--- src/pkg/idc_map.vh ---
`ifndef IDC_MAP_VH
`define IDC_MAP_VH
`define IDC_ADDR_W 16
`define IDC_OFS_STATE 16'h0002
`define IDC_OFS_SELECT 16'h9400
`define IDC_OFS_CONFIG 16'h0001
`define IDC_OFS_SLEEP_STAT 16'h9401
`define IDC_CFG_CORE 0
`define IDC_CFG_MASTER 1
`define IDC_CFG_CACHE 2
`define IDC_CFG_DEVICE_BLOCK_IDLE_ENABLE 3
`define IDC_CFG_CLKGEN 4
`define IDC_CFG_EXT_MEM_IFACE_SLEEP 5
`define IDC_CFG_XPORT 6
`define IDC_CFG_MPORT 7
`define IDC_CFG_IPORT 8
`define IDC_CFG_CLKCOMP 9
`define IDC_CFG_MASK 16'h03FF
`define IDC_CLK_NEED_MASK 16'h03F7
`define IDC_SEL_MASK 16'h3FFF
`define IDC_STATE_MASK 16'h01FF
`define IDC_RESET_VAL 16'h0000
`define IDC_STOP_CYCLES 4'h2
`endif

--- src/rtl/idc_stop_seq.v ---
`timescale 1ns/1ps
`default_nettype none
// per-domain stop/wake handshake: flag sets on ack while requested, holds until request drops
module idc_stop_seq #(
  parameter N = 10
) (
  input wire clk,
  input wire rst_n,
  input wire [N-1:0] stop_req,
  input wire [N-1:0] stop_ack,
  output reg [N-1:0] stopped_reg
);
  genvar i;
  generate
    for (i = 0; i < N; i = i + 1) begin : g_dom
      always @(posedge clk) begin
        if (!rst_n) begin
          stopped_reg[i] <= 1'b0;
        end else if (stop_req[i] && stop_ack[i]) begin
          stopped_reg[i] <= 1'b1;
        end else if (!stop_req[i]) begin
          stopped_reg[i] <= 1'b0;
        end
      end
    end
  endgenerate
endmodule
`default_nettype wire

--- src/rtl/idc_top.v ---
// Operation
// - peripheral idle off: idle wakes all peripherals
// - peripheral idle on: stop selected peripherals
// - cache idle bit stops instruction cache
// - master idle bit stops dma and host port
// - core idle bit stops core
// - status shows fetch, master, io ports
// - status shows ext memory and clock gen
// - status bit 3 shows peripheral group idle
// - select 13 stops miscellaneous register group
// - select 12 stops ext memory interface
// - select 11,10 stop tick and watchdog timers
// - select 9,8,7 stop pins, serial, i2c
// - flag cleared then idle wakes all peripherals
// - flag set: idle wakes unselected peripherals
// - bad clock idle combination raises bus error
// - select 6..0 stop their peripherals
//
// Local design decision: the address-and-strobe port.
`timescale 1ns/1ps
`default_nettype none
`include "idc_map.vh"
module idc_top #(
  parameter NSEL = 14
) (
  input wire clk,
  input wire rst_n,
  input wire [15:0] addr,
  input wire [15:0] wdata,
  input wire wr,
  input wire rd,
  output reg [15:0] rdata_reg,
  input wire idle_exec,
  input wire [9:0] dom_ack_async,
  input wire [NSEL-1:0] per_ack_async,
  output reg [9:0] dom_stop_reg,
  output reg [NSEL-1:0] per_stop_reg,
  output reg bus_error_reg
);
  reg [15:0] cfg_reg;
  reg [NSEL-1:0] sel_reg;
  reg [2:0] grp_state_reg;
  reg [2:0] grp_state_next;
  reg [3:0] rd_sel;
  reg [9:0] dom_ack_s1_reg;
  reg [9:0] dom_ack_s2_reg;
  reg [NSEL-1:0] per_ack_s1_reg;
  reg [NSEL-1:0] per_ack_s2_reg;
  reg [NSEL-1:0] per_done_reg;
  wire [9:0] dom_stopped;
  wire clk_bad;
  wire [15:0] state_val;
  reg [15:0] rd_next;
  wire idle_go;
  wire [NSEL-1:0] per_stop_next;
  genvar g;

  // peripheral group: awake, asleep waiting for ack, down
  localparam [2:0] GRP_AWAKE = 3'b001;
  localparam [2:0] GRP_ASLEEP = 3'b010;
  localparam [2:0] GRP_DOWN = 3'b100;

  function hit;
    input [15:0] a;
    input [15:0] ofs;
    begin
      hit = (a == ofs);
    end
  endfunction

  function [3:0] rd_decode;
    input [15:0] a;
    begin
      rd_decode = 4'h0;
      if (hit(a, `IDC_OFS_STATE)) begin
        rd_decode = 4'h1;
      end
      if (hit(a, `IDC_OFS_SELECT)) begin
        rd_decode = 4'h2;
      end
      if (hit(a, `IDC_OFS_CONFIG)) begin
        rd_decode = 4'h4;
      end
      if (hit(a, `IDC_OFS_SLEEP_STAT)) begin
        rd_decode = 4'h8;
      end
    end
  endfunction

  // clock gen idle needs companion and every domain but the group
  function clk_combo_bad;
    input [15:0] c;
    begin
      clk_combo_bad = c[`IDC_CFG_CLKGEN] &&
        ((c & `IDC_CLK_NEED_MASK) != `IDC_CLK_NEED_MASK);
    end
  endfunction

  function [15:0] status_word;
    input [9:0] stopped;
    input grp_down;
    begin
      status_word = 16'h0000;
      status_word[8] = stopped[`IDC_CFG_IPORT];
      status_word[7] = stopped[`IDC_CFG_MPORT];
      status_word[6] = stopped[`IDC_CFG_XPORT];
      status_word[5] = stopped[`IDC_CFG_EXT_MEM_IFACE_SLEEP];
      status_word[4] = stopped[`IDC_CFG_CLKGEN];
      status_word[3] = grp_down;
      status_word[2] = stopped[`IDC_CFG_CACHE];
      status_word[1] = stopped[`IDC_CFG_MASTER];
      status_word[0] = stopped[`IDC_CFG_CORE];
    end
  endfunction

  assign clk_bad = clk_combo_bad(cfg_reg);
  assign idle_go = idle_exec && !clk_bad;

  // two-stage synchronisers for domain acks
  generate
    for (g = 0; g < 10; g = g + 1) begin : g_dom_sync
      always @(posedge clk) begin
        if (!rst_n) begin
          dom_ack_s1_reg[g] <= 1'b0;
          dom_ack_s2_reg[g] <= 1'b0;
        end else begin
          dom_ack_s1_reg[g] <= dom_ack_async[g];
          dom_ack_s2_reg[g] <= dom_ack_s1_reg[g];
        end
      end
    end
  endgenerate

  // two-stage synchronisers for peripheral acks
  generate
    for (g = 0; g < NSEL; g = g + 1) begin : g_per_sync
      always @(posedge clk) begin
        if (!rst_n) begin
          per_ack_s1_reg[g] <= 1'b0;
          per_ack_s2_reg[g] <= 1'b0;
        end else begin
          per_ack_s1_reg[g] <= per_ack_async[g];
          per_ack_s2_reg[g] <= per_ack_s1_reg[g];
        end
      end
    end
  endgenerate

  // register writes; reserved bits dropped
  always @(posedge clk) begin
    if (!rst_n) begin
      cfg_reg <= `IDC_RESET_VAL;
      sel_reg <= {NSEL{1'b0}};
    end else if (wr) begin
      if (hit(addr, `IDC_OFS_CONFIG)) begin
        cfg_reg <= wdata & `IDC_CFG_MASK;
      end
      if (hit(addr, `IDC_OFS_SELECT)) begin
        sel_reg <= wdata[NSEL-1:0];
      end
    end
  end

  // illegal clock idle pulses the error and changes nothing
  always @(posedge clk) begin
    if (!rst_n) begin
      bus_error_reg <= 1'b0;
    end else begin
      bus_error_reg <= idle_exec && clk_bad;
    end
  end

  // domain stops latched on idle, one per config bit
  generate
    for (g = 0; g < 10; g = g + 1) begin : g_dom_stop
      always @(posedge clk) begin
        if (!rst_n) begin
          dom_stop_reg[g] <= 1'b0;
        end else if (idle_go) begin
          dom_stop_reg[g] <= cfg_reg[g];
        end
      end
    end
  endgenerate

  // group idle on loads select, off wakes all
  generate
    for (g = 0; g < NSEL; g = g + 1) begin : g_per_stop
      assign per_stop_next[g] = cfg_reg[`IDC_CFG_DEVICE_BLOCK_IDLE_ENABLE] ? sel_reg[g] : 1'b0;
      always @(posedge clk) begin
        if (!rst_n) begin
          per_stop_reg[g] <= 1'b0;
          per_done_reg[g] <= 1'b0;
        end else begin
          if (idle_go) begin
            per_stop_reg[g] <= per_stop_next[g];
          end
          per_done_reg[g] <= per_stop_reg[g] & per_ack_s2_reg[g];
        end
      end
    end
  endgenerate

  // group flag follows the group's stop acknowledge
  always @* begin
    grp_state_next = grp_state_reg;
    case (grp_state_reg)
      GRP_AWAKE: begin
        if (idle_go && cfg_reg[`IDC_CFG_DEVICE_BLOCK_IDLE_ENABLE]) begin
          grp_state_next = GRP_ASLEEP;
        end
      end
      GRP_ASLEEP: begin
        if (idle_go && !cfg_reg[`IDC_CFG_DEVICE_BLOCK_IDLE_ENABLE]) begin
          grp_state_next = GRP_AWAKE;
        end else if (dom_stopped[`IDC_CFG_DEVICE_BLOCK_IDLE_ENABLE]) begin
          grp_state_next = GRP_DOWN;
        end
      end
      GRP_DOWN: begin
        if (idle_go && !cfg_reg[`IDC_CFG_DEVICE_BLOCK_IDLE_ENABLE]) begin
          grp_state_next = GRP_AWAKE;
        end else if (!dom_stopped[`IDC_CFG_DEVICE_BLOCK_IDLE_ENABLE]) begin
          grp_state_next = GRP_ASLEEP;
        end
      end
      default: begin
        grp_state_next = GRP_AWAKE;
      end
    endcase
  end

  always @(posedge clk) begin
    if (!rst_n) begin
      grp_state_reg <= GRP_AWAKE;
    end else begin
      grp_state_reg <= grp_state_next;
    end
  end

  idc_stop_seq #(
    .N(10)
  ) u_seq (
    .clk(clk),
    .rst_n(rst_n),
    .stop_req(dom_stop_reg),
    .stop_ack(dom_ack_s2_reg),
    .stopped_reg(dom_stopped)
  );

  // status: bit3 is the group down state
  assign state_val = status_word(dom_stopped, grp_state_reg == GRP_DOWN);

  always @* begin
    rd_next = 16'h0000;
    rd_sel = rd_decode(addr);
    case (rd_sel)
      4'h1: begin
        rd_next = state_val & `IDC_STATE_MASK;
      end
      4'h2: begin
        rd_next = {{(16-NSEL){1'b0}}, sel_reg};
      end
      4'h4: begin
        rd_next = cfg_reg;
      end
      4'h8: begin
        rd_next = {{(16-NSEL){1'b0}}, per_done_reg};
      end
      default: begin
        rd_next = 16'h0000;
      end
    endcase
  end

  always @(posedge clk) begin
    if (!rst_n) begin
      rdata_reg <= 16'h0000;
    end else if (rd) begin
      rdata_reg <= rd_next;
    end else begin
      rdata_reg <= 16'h0000;
    end
  end
endmodule
`default_nettype wire

--- config.mk ---
export PLATFORM = sky130hd
export DESIGN_NAME = idc_top
export DESIGN_NICKNAME = d
export VERILOG_FILES = /design/src/rtl/idc_stop_seq.v /design/src/rtl/idc_top.v
export VERILOG_INCLUDE_DIRS = /design/src /design/src/pkg
export SDC_FILE = /design/constraint.sdc
export NUM_CORES = 1
export LEC_CHECK = 0
export CORE_ASPECT_RATIO = 1.1
export CORE_MARGIN = 3
export CORE_UTILIZATION = 55
export CTS_CLUSTER_SIZE = 28
export DETAILED_ROUTE_END_ITERATION = 12
export DONT_BUFFER_PORTS = 1
export PLACE_DENSITY = 0.7
export REMOVE_ABC_BUFFERS = 1
export SYNTH_ARGS = -nofsm -noshare
export SYNTH_HDL_FRONTEND = slang
export SYNTH_HIERARCHICAL = 1
export SYNTH_SLANG_ARGS = --single-unit
--- constraint.sdc ---
create_clock -name clk -period 2.5 [get_ports clk]
set_input_delay 0.375 -clock clk [delete_from_list [all_inputs] [get_ports clk]]
set_output_delay 0.375 -clock clk [all_outputs]
set_load 0.05 [all_outputs]
# Yosys cells after proc, flatten, opt, wreduce, memory -nomap -nowiden
# Index checks and enable logic that the tools add are counted.
# W data, S select, Z words.
# totals
register_bits	137
in_bits	61
wordCells	199
# op_classes
eq_ne	24
mux	43
bitwise	14
reduce_logical	20
# op_table
cell	n
$pmux W14 S4	1
$mux W1	33
$eq A16 B16 Y1 const B	2
$mux W3	6
$ne A2 B1 Y1 const B	9
$eq A16 B1 Y1 const B	1
$eq A16 B2 Y1 const B	1
$and A1 B1 Y1	14
$logic_and A1 B1 Y1	14
$ne A9 B9 Y1 const B	1
$pmux W3 S3	1
$reduce_and A2 Y1	3
$eq A4 B1 Y1 const B	1
$eq A4 B2 Y1 const B	1
$eq A4 B3 Y1 const B	1
$eq A4 B4 Y1 const B	1
$mux W4	1
$eq A3 B1 Y1 const B	1
$eq A3 B2 Y1 const B	1
$eq A3 B3 Y1 const B	1
$ne A3 B2 Y1 const B	1
$ne A3 B3 Y1 const B	1
$reduce_and A3 Y1	1
$logic_not A1 Y1	2
other kinds (2)	2

# Longest topological paths before layout
# Gate-level depths: netlist of the first run.
# depth
ltp_word	7
mapped_depth	6
ltp_nobuf	4

# Modules after synthesis
# The synthesis of the first run kept the hierarchy.
# by_module_without_submodules
module	instances	cells_each	area_each_um2	seq_area_each_um2
idc_top	1	459	4630.7	2562.5
idc_stop_seq	1	21	311.5	200.2

# Worst setup path before layout of the first run
# Ideal clock, no wire load.
# synth_path
path_kind	input port to flip-flop
startpoint	input addr[4]
endpoint	register cfg_reg[0]
t_arrival_ps	1834
t_required_ps	2428
path_slack_ps	595
path_stages	5
cell_sequence	or4_4 or2_4 nor4_1 buf_4 mux2i_1
# synth_via
elab_chain_cells	2
# synth_lines
item	line_no	source
start, declared	idc_top.v:28	input wire [15:0] addr,
$eq A16 B1 Y1	idc_top.v:67	hit = (a == ofs);
$reduce_and A2 Y1 (no line)	--	
end signal, assigned	idc_top.v:152	cfg_reg <= `IDC_RESET_VAL;
end signal, assigned	idc_top.v:156	cfg_reg <= wdata & `IDC_CFG_MASK;
end, declared	idc_top.v:40	reg [15:0] cfg_reg;
# Every way passes these cells.
# A chain may end at the register's enable or synchronous reset.

# Final worst setup path of the first run
# layout_path
startpoint	input addr[1]
endpoint	register sel_reg[13]
# layout_via
elab_chain_cells	2
# layout_lines
item	line_no	source
$eq A16 B16 Y1	idc_top.v:67	
$reduce_and A2 Y1 (no line)	--	
end signal, assigned	idc_top.v:153	sel_reg <= {NSEL{1'b0}};
end signal, assigned	idc_top.v:159	sel_reg <= wdata[NSEL-1:0];
end, declared	idc_top.v:41	reg [NSEL-1:0] sel_reg;
# Every way passes these cells.

==> impl_metrics.py, run 1 <==
metrics = {
    "cts": {
        "clk_path_buf_depth": 2,
        "clock_latency_ps": 520,
        "cts_tree": "built",
        "ctsHoldBuffers": 45,
        "clkSinkCount": 135,
        "clockRootBuffer": "clkbuf_8",
        "cts_buffers": 17,
        "postCtsSetupRepairBufs": 0,
        "htreeDepth": 4,
        "post_cts_resized": 0,
        "clkTransAtPathRegs_ps": 60,
    },
    "global_routing": {
        "track_usage_pct": 25.1,
        "grt_overflow_total": 0,
        "grt_pass1_vias": 3727,
        "grt_max_degree": 78,
        "grt_pass1_wl_um": 19000,
        "antenna_found_initial": 0,
    },
    "drt": {
        "drt_wl_total_um": 12000,
        "vias": 3654,
        "ant_nets": 0,
        "drt_pre_antenna_iters": 5,
        "drcViolationCount": 0,
        "wl_per_cell_um": 18.8,
        "avgViaCountPerCell": 5.74,
        "drtIter0Drc": 180,
    },
    "finish": {
        "n_antenna_cell": 0,
        "drive_gt1_share_pct": 10.1,
        "nets": 574,
        "syn2layout_area_growth_pct": 23.2,
        "fill_cells": 635,
    },
    "timing": {
        "setup_viol": 0,
        "drv_slew": 0,
        "period_share_pct": 76.1,
        "hold_viol": 0,
        "fmax_mhz": 526,
        "timing.setup.tns_ps": 0,
        "slew_headroom_pct": 56.2,
        "rsz0062_at_grt": "false",
        "holdWs_ps": 19.2,
        "min_period_ps": 1900,
        "finalClockSkew_ps": 11.1,
        "worst_slew_pin_slew_ps": 656,
    },
    "floorplan": {
        "fp-row-count": 35,
        "die_w_um": 95.6,
        "boundaryPins": 102,
        "start_util_pct": 57.2,
        "die_h_um": 105,
        "core_mm2": 0.00850,
        "dieArea_mm2": 0.0100,
    },
    "logic_synthesis": {
        "ys.warnings.count": 6,
        "syn_inst": 474,
        "synthesis.area_mm2": 0.00486,
        "syn_avg_cell_area_um2": 10.3,
    },
    "setup_path": {
        "cp_slowest_cell": "and4b_1",
        "cpPeakStageDelay_ps": 600,
        "cp-start-kind": "input pin",
        "arrival_ps": 2350,
        "crit_type": "input pin to register",
        "worstPathRequired_ps": 2950,
        "worstPathCellList": "and4b_1, and4_1, buf_4, nand3_1, dlygate4sd3_1, a21oi_1",
        "cp_max_fo": 19,
        "r2r-start": "cfg_reg[2]$_SDFFE_PN0P_",
        "cp_num_buf_inv": 2,
        "critPathLaunch": "addr[1]",
        "crit_family": "simple AND/OR/NAND/NOR gates",
        "cp-end-kind": "register",
    },
    "pwr": {
        "leakage_nw": 2.40,
        "power_density_mw_per_mm2": 844,
        "total_power_mw": 5.05,
        "ir_worst_vdd_mv": 0.450,
    },
    "worst_hold_path": {
        "min_from": "per_ack_async[9]",
        "min_path_type": "input pin to register",
    },
    "placed_design": {
        "gp_congestion": 0.780,
        "io_buffers": 0,
        "dp_hpwl_um": 6920,
    },
    "run": {
        "maxCapViolations": 0,
    },
    "status": {
        "status": "finished, final reports clean",
    },
}
cell usage in the layout (no fill, tap or decap), types with 9 or more instances in the layout:
cell type and n:
dfxtp_1 135, and2_1 56, nand2_1 46, dlygate4sd3_1 44
mux2i_1 34, nand3_1 28, a22oi_1 20, a21oi_1 19
clkbuf_16 16, and3_1 15, o21ai_0 15, o211a_1 10
buf_4 10, o22ai_1 9
layer usage:
layer | share of wire, % | routed length [µm] | vias up | track usage (%)
met4 | 1.6 | 195 | 0 | 9.55
li1 | - | - | 1735 | -
met3 | 7.2 | 866 | 20 | 7.85
met2 | 51 | 6150 | 126 | 42.8
met5 | 0 | 0 | - | 0
met1 | 40 | 4750 | 1773 | 29.0
worst paths after layout:
| check | endpoint | slack [ps] | depth (start not counted) |
|---|---|---|---|
| worst max-delay path | sel_reg[13]$_SDFFE_PN0P_ | 600 | 6 |
| worst min-delay path | per_ack_s1_reg[9]$_SDFF_PN0_ | 20 | 1 |
| worst max register to register | grp_state_reg[2]$_SDFFE_PN0P_ | 790 | 5 |
| worst min register to register | dom_ack_s2_reg[0]$_SDFF_PN0_ | 430 | 1 |
layout make-up:
type                    count  area [µm²]  share of cell area [%]
clock buffers              20         445                    7.44
clock inverters            12         199                    3.32
inverters                   4        15.0                   0.251
multi-input cells         300        1950                    32.6
flip-flops and latches    135        2700                    45.1
well taps                 111         139                    2.32
repair buffers             55         536                    8.94
stage by stage:
stage	area, µm²	instances	utilization [%]	setup slack [ps]
2_1_floorplan	4660	439	-	-538
3_3_place_gp	4880	560	57.5	512
3_5_place_dp	4880	560	57.5	485
4_1_cts	5990	637	70.5	647
5_1_grt	5990	637	70.5	513
6_report	5990	637	70.5	598
report_power, final:
part           internal (mW)  total (mW)  switching, mW
clock network           1.77        2.68          0.905
logic                 0.0915       0.173         0.0816
registers               2.19        2.20         0.0142
total                   4.05        5.05           1.00
Power figures use the tool's default switching activity.
==> run 2: changes to the inputs <==
PLACE_DENSITY = 0.73   (was 0.7)
clock period = 1.6 ns   (was 2.5 ns; I/O delays follow)
==> run 2 against run 1 <==
Die area is the same. Cell area grew 8.7%. Critical path depth decreased by 4. Count of clock-buffer cells in the layout unchanged. Via count up 11%. Global-route usage up 1.5 points. Sequential share of layout area down 3.6 points. Sequential cell count unchanged. Clock power grew 45%. Sequential power grew 56%.
==> impl_metrics.py, run 2 (synthesis gave the netlist of run 1 again) <==
metrics = {
    "setup_path": {
        "cp-start-kind": "register",
        "arrival_ps": 1960,
        "cp-end-kind": "register",
        "worstPathRequired_ps": 2060,
        "cp_max_fo": 3,
        "crit_type": "register to register",
    },
    "finish": {
        "stdcell_count": 695,
        "design_area_mm2": 0.00651,
        "final_common_cell": "dfxtp_1",
        "syn2layout_area_growth_pct": 34.0,
        "final_cell_mix": "dfxtp_1, dlygate4sd3_1, and2_1",
        "nets": 632,
        "drive_gt1_share_pct": 11.1,
        "n_antenna_cell": 0,
    },
    "pwr": {
        "p_clk_share_pct": 50.4,
        "pwr-share-seq_pct": 44.5,
        "power_density_mw_per_mm2": 1190,
        "total_power_mw": 7.72,
        "leakage_nw": 2.70,
        "ir_worst_vdd_mv": 0.684,
        "sw_frac_of_total_pct": 21.1,
        "comb_power_share_pct": 5.0,
        "intPower_mw": 6.09,
        "p_switching_mw": 1.63,
    },
    "timing": {
        "holdWs_ps": 38.0,
        "timing.setup.tns_ps": 0,
        "min_period_ps": 1500,
        "fmax_mhz": 666,
        "drv_slew": 0,
        "slew_headroom_pct": 52.1,
        "period_share_pct": 93.8,
        "hold_viol": 0,
        "setup_viol": 0,
        "worst_slew_pin_slew_ps": 716,
        "finalClockSkew_ps": 6.20,
        "rsz0062_at_grt": "false",
    },
    "drt": {
        "avgViaCountPerCell": 5.83,
        "ant_nets": 0,
        "drtIter0Drc": 358,
        "wl_per_cell_um": 18.7,
        "drt_wl_total_um": 13000,
        "drcViolationCount": 0,
        "vias": 4051,
        "drt_pre_antenna_iters": 5,
    },
    "global_routing": {
        "grt_max_degree": 79,
        "grt_pass1_vias": 4185,
        "track_usage_pct": 26.6,
        "antenna_found_initial": 0,
        "grt_overflow_total": 0,
        "grt_pass1_wl_um": 20600,
    },
    "placed_design": {
        "dp_hpwl_um": 7130,
        "place_area_mm2": 0.00498,
        "io_buffers": 0,
        "dpl.cell_count": 572,
        "gp_congestion": 0.817,
    },
    "cts": {
        "clockRootBuffer": "clkbuf_8",
        "clk_path_buf_depth": 2,
        "cts_tree": "built",
        "postCtsSetupRepairBufs": 0,
        "htreeDepth": 4,
        "clkSinkCount": 135,
        "cts_buffers": 17,
        "clkTransAtPathRegs_ps": 60,
        "clock_latency_ps": 520,
    },
    "floorplan": {
        "start_util_pct": 57.2,
        "boundaryPins": 102,
        "dieArea_mm2": 0.0100,
        "die_w_um": 95.6,
        "core_mm2": 0.00850,
        "fp-row-count": 35,
        "die_h_um": 105,
    },
    "status": {
        "status": "finished, final reports clean",
    },
    "run": {
        "maxCapViolations": 0,
    },
    "worst_hold_path": {
        "min_path_type": "input pin to register",
    },
}
-- run 2: cell count changes in the layout (fill, tap and decap cells not counted) --
cell	previous run	this run
buf_16	0	1
buf_4	10	21
bufinv_16	5	3
clkinv_2	3	4
clkinvlp_4	1	2
dlygate4sd3_1	44	90
-- run 2: timing repair --
action,4_1_cts,5_1_grt
gates resized for setup,0,0
endpoints found under the setup margin,0,0
hold endpoints to repair,121,0
hold buffers,91,0
-- run 2: area by class of cell --
cell class	count	area, µm²
clock inverters	12	151
inverters	4	15.0
flip-flops and latches	135	2700
repair buffers	113	1110
well taps	111	139
multi-input cells	300	1950
clock buffers	20	445
fillers	541	1990
-- run 2: layer usage --
metal	track usage, %	share of wire (%)	up-vias
met5	0	0	-
met3	8.86	10	33
li1	-	-	1862
met4	10.4	1.9	0
met1	31.3	37	1934
met2	44.3	51	222
-- run 2: final timing paths --
kind,start,endpoint,slack (ps),depth (start not counted)
worst max-delay path,dom_stop_reg[2]$_SDFFE_PN0N_,u_seq/stopped_reg[2]$_SDFFE_PN0P_,100,2
worst max register to register,dom_stop_reg[2]$_SDFFE_PN0N_,u_seq/stopped_reg[2]$_SDFFE_PN0P_,100,2
worst min register to register,dom_ack_s1_reg[4]$_SDFF_PN0_,dom_ack_s2_reg[4]$_SDFF_PN0_,440,1
worst min-delay path,rst_n,sel_reg[11]$_SDFFE_PN0P_,40,2
-- run 2: worst max-delay path, cell delays in order (launching register included) --
cell and delay (ps):
dfxtp_1 660, o211a_1 240, dlygate4sd3_1 540
-- run 2: metrics by stage --
step,setup slack (ps),utilization (%)
after floorplan,-1300,-
after global placement,-236,58.7
after detailed placement,-289,58.7
after CTS,103,76.6
after global routing,55.5,76.6
final,99.5,76.6
-- run 2: power groups by stage --
stage / Combinational (mW) / Sequential [mW] / Clock (mW)
finish: 0.387 / 3.44 / 3.89
global route: 0.414 / 3.44 / 4.08
CTS: 0.372 / 3.44 / 3.92
detailed placement: 0.169 / 3.51 / 0
global placement: 0.164 / 3.51 / 0
floorplan: 0.122 / 3.51 / 0
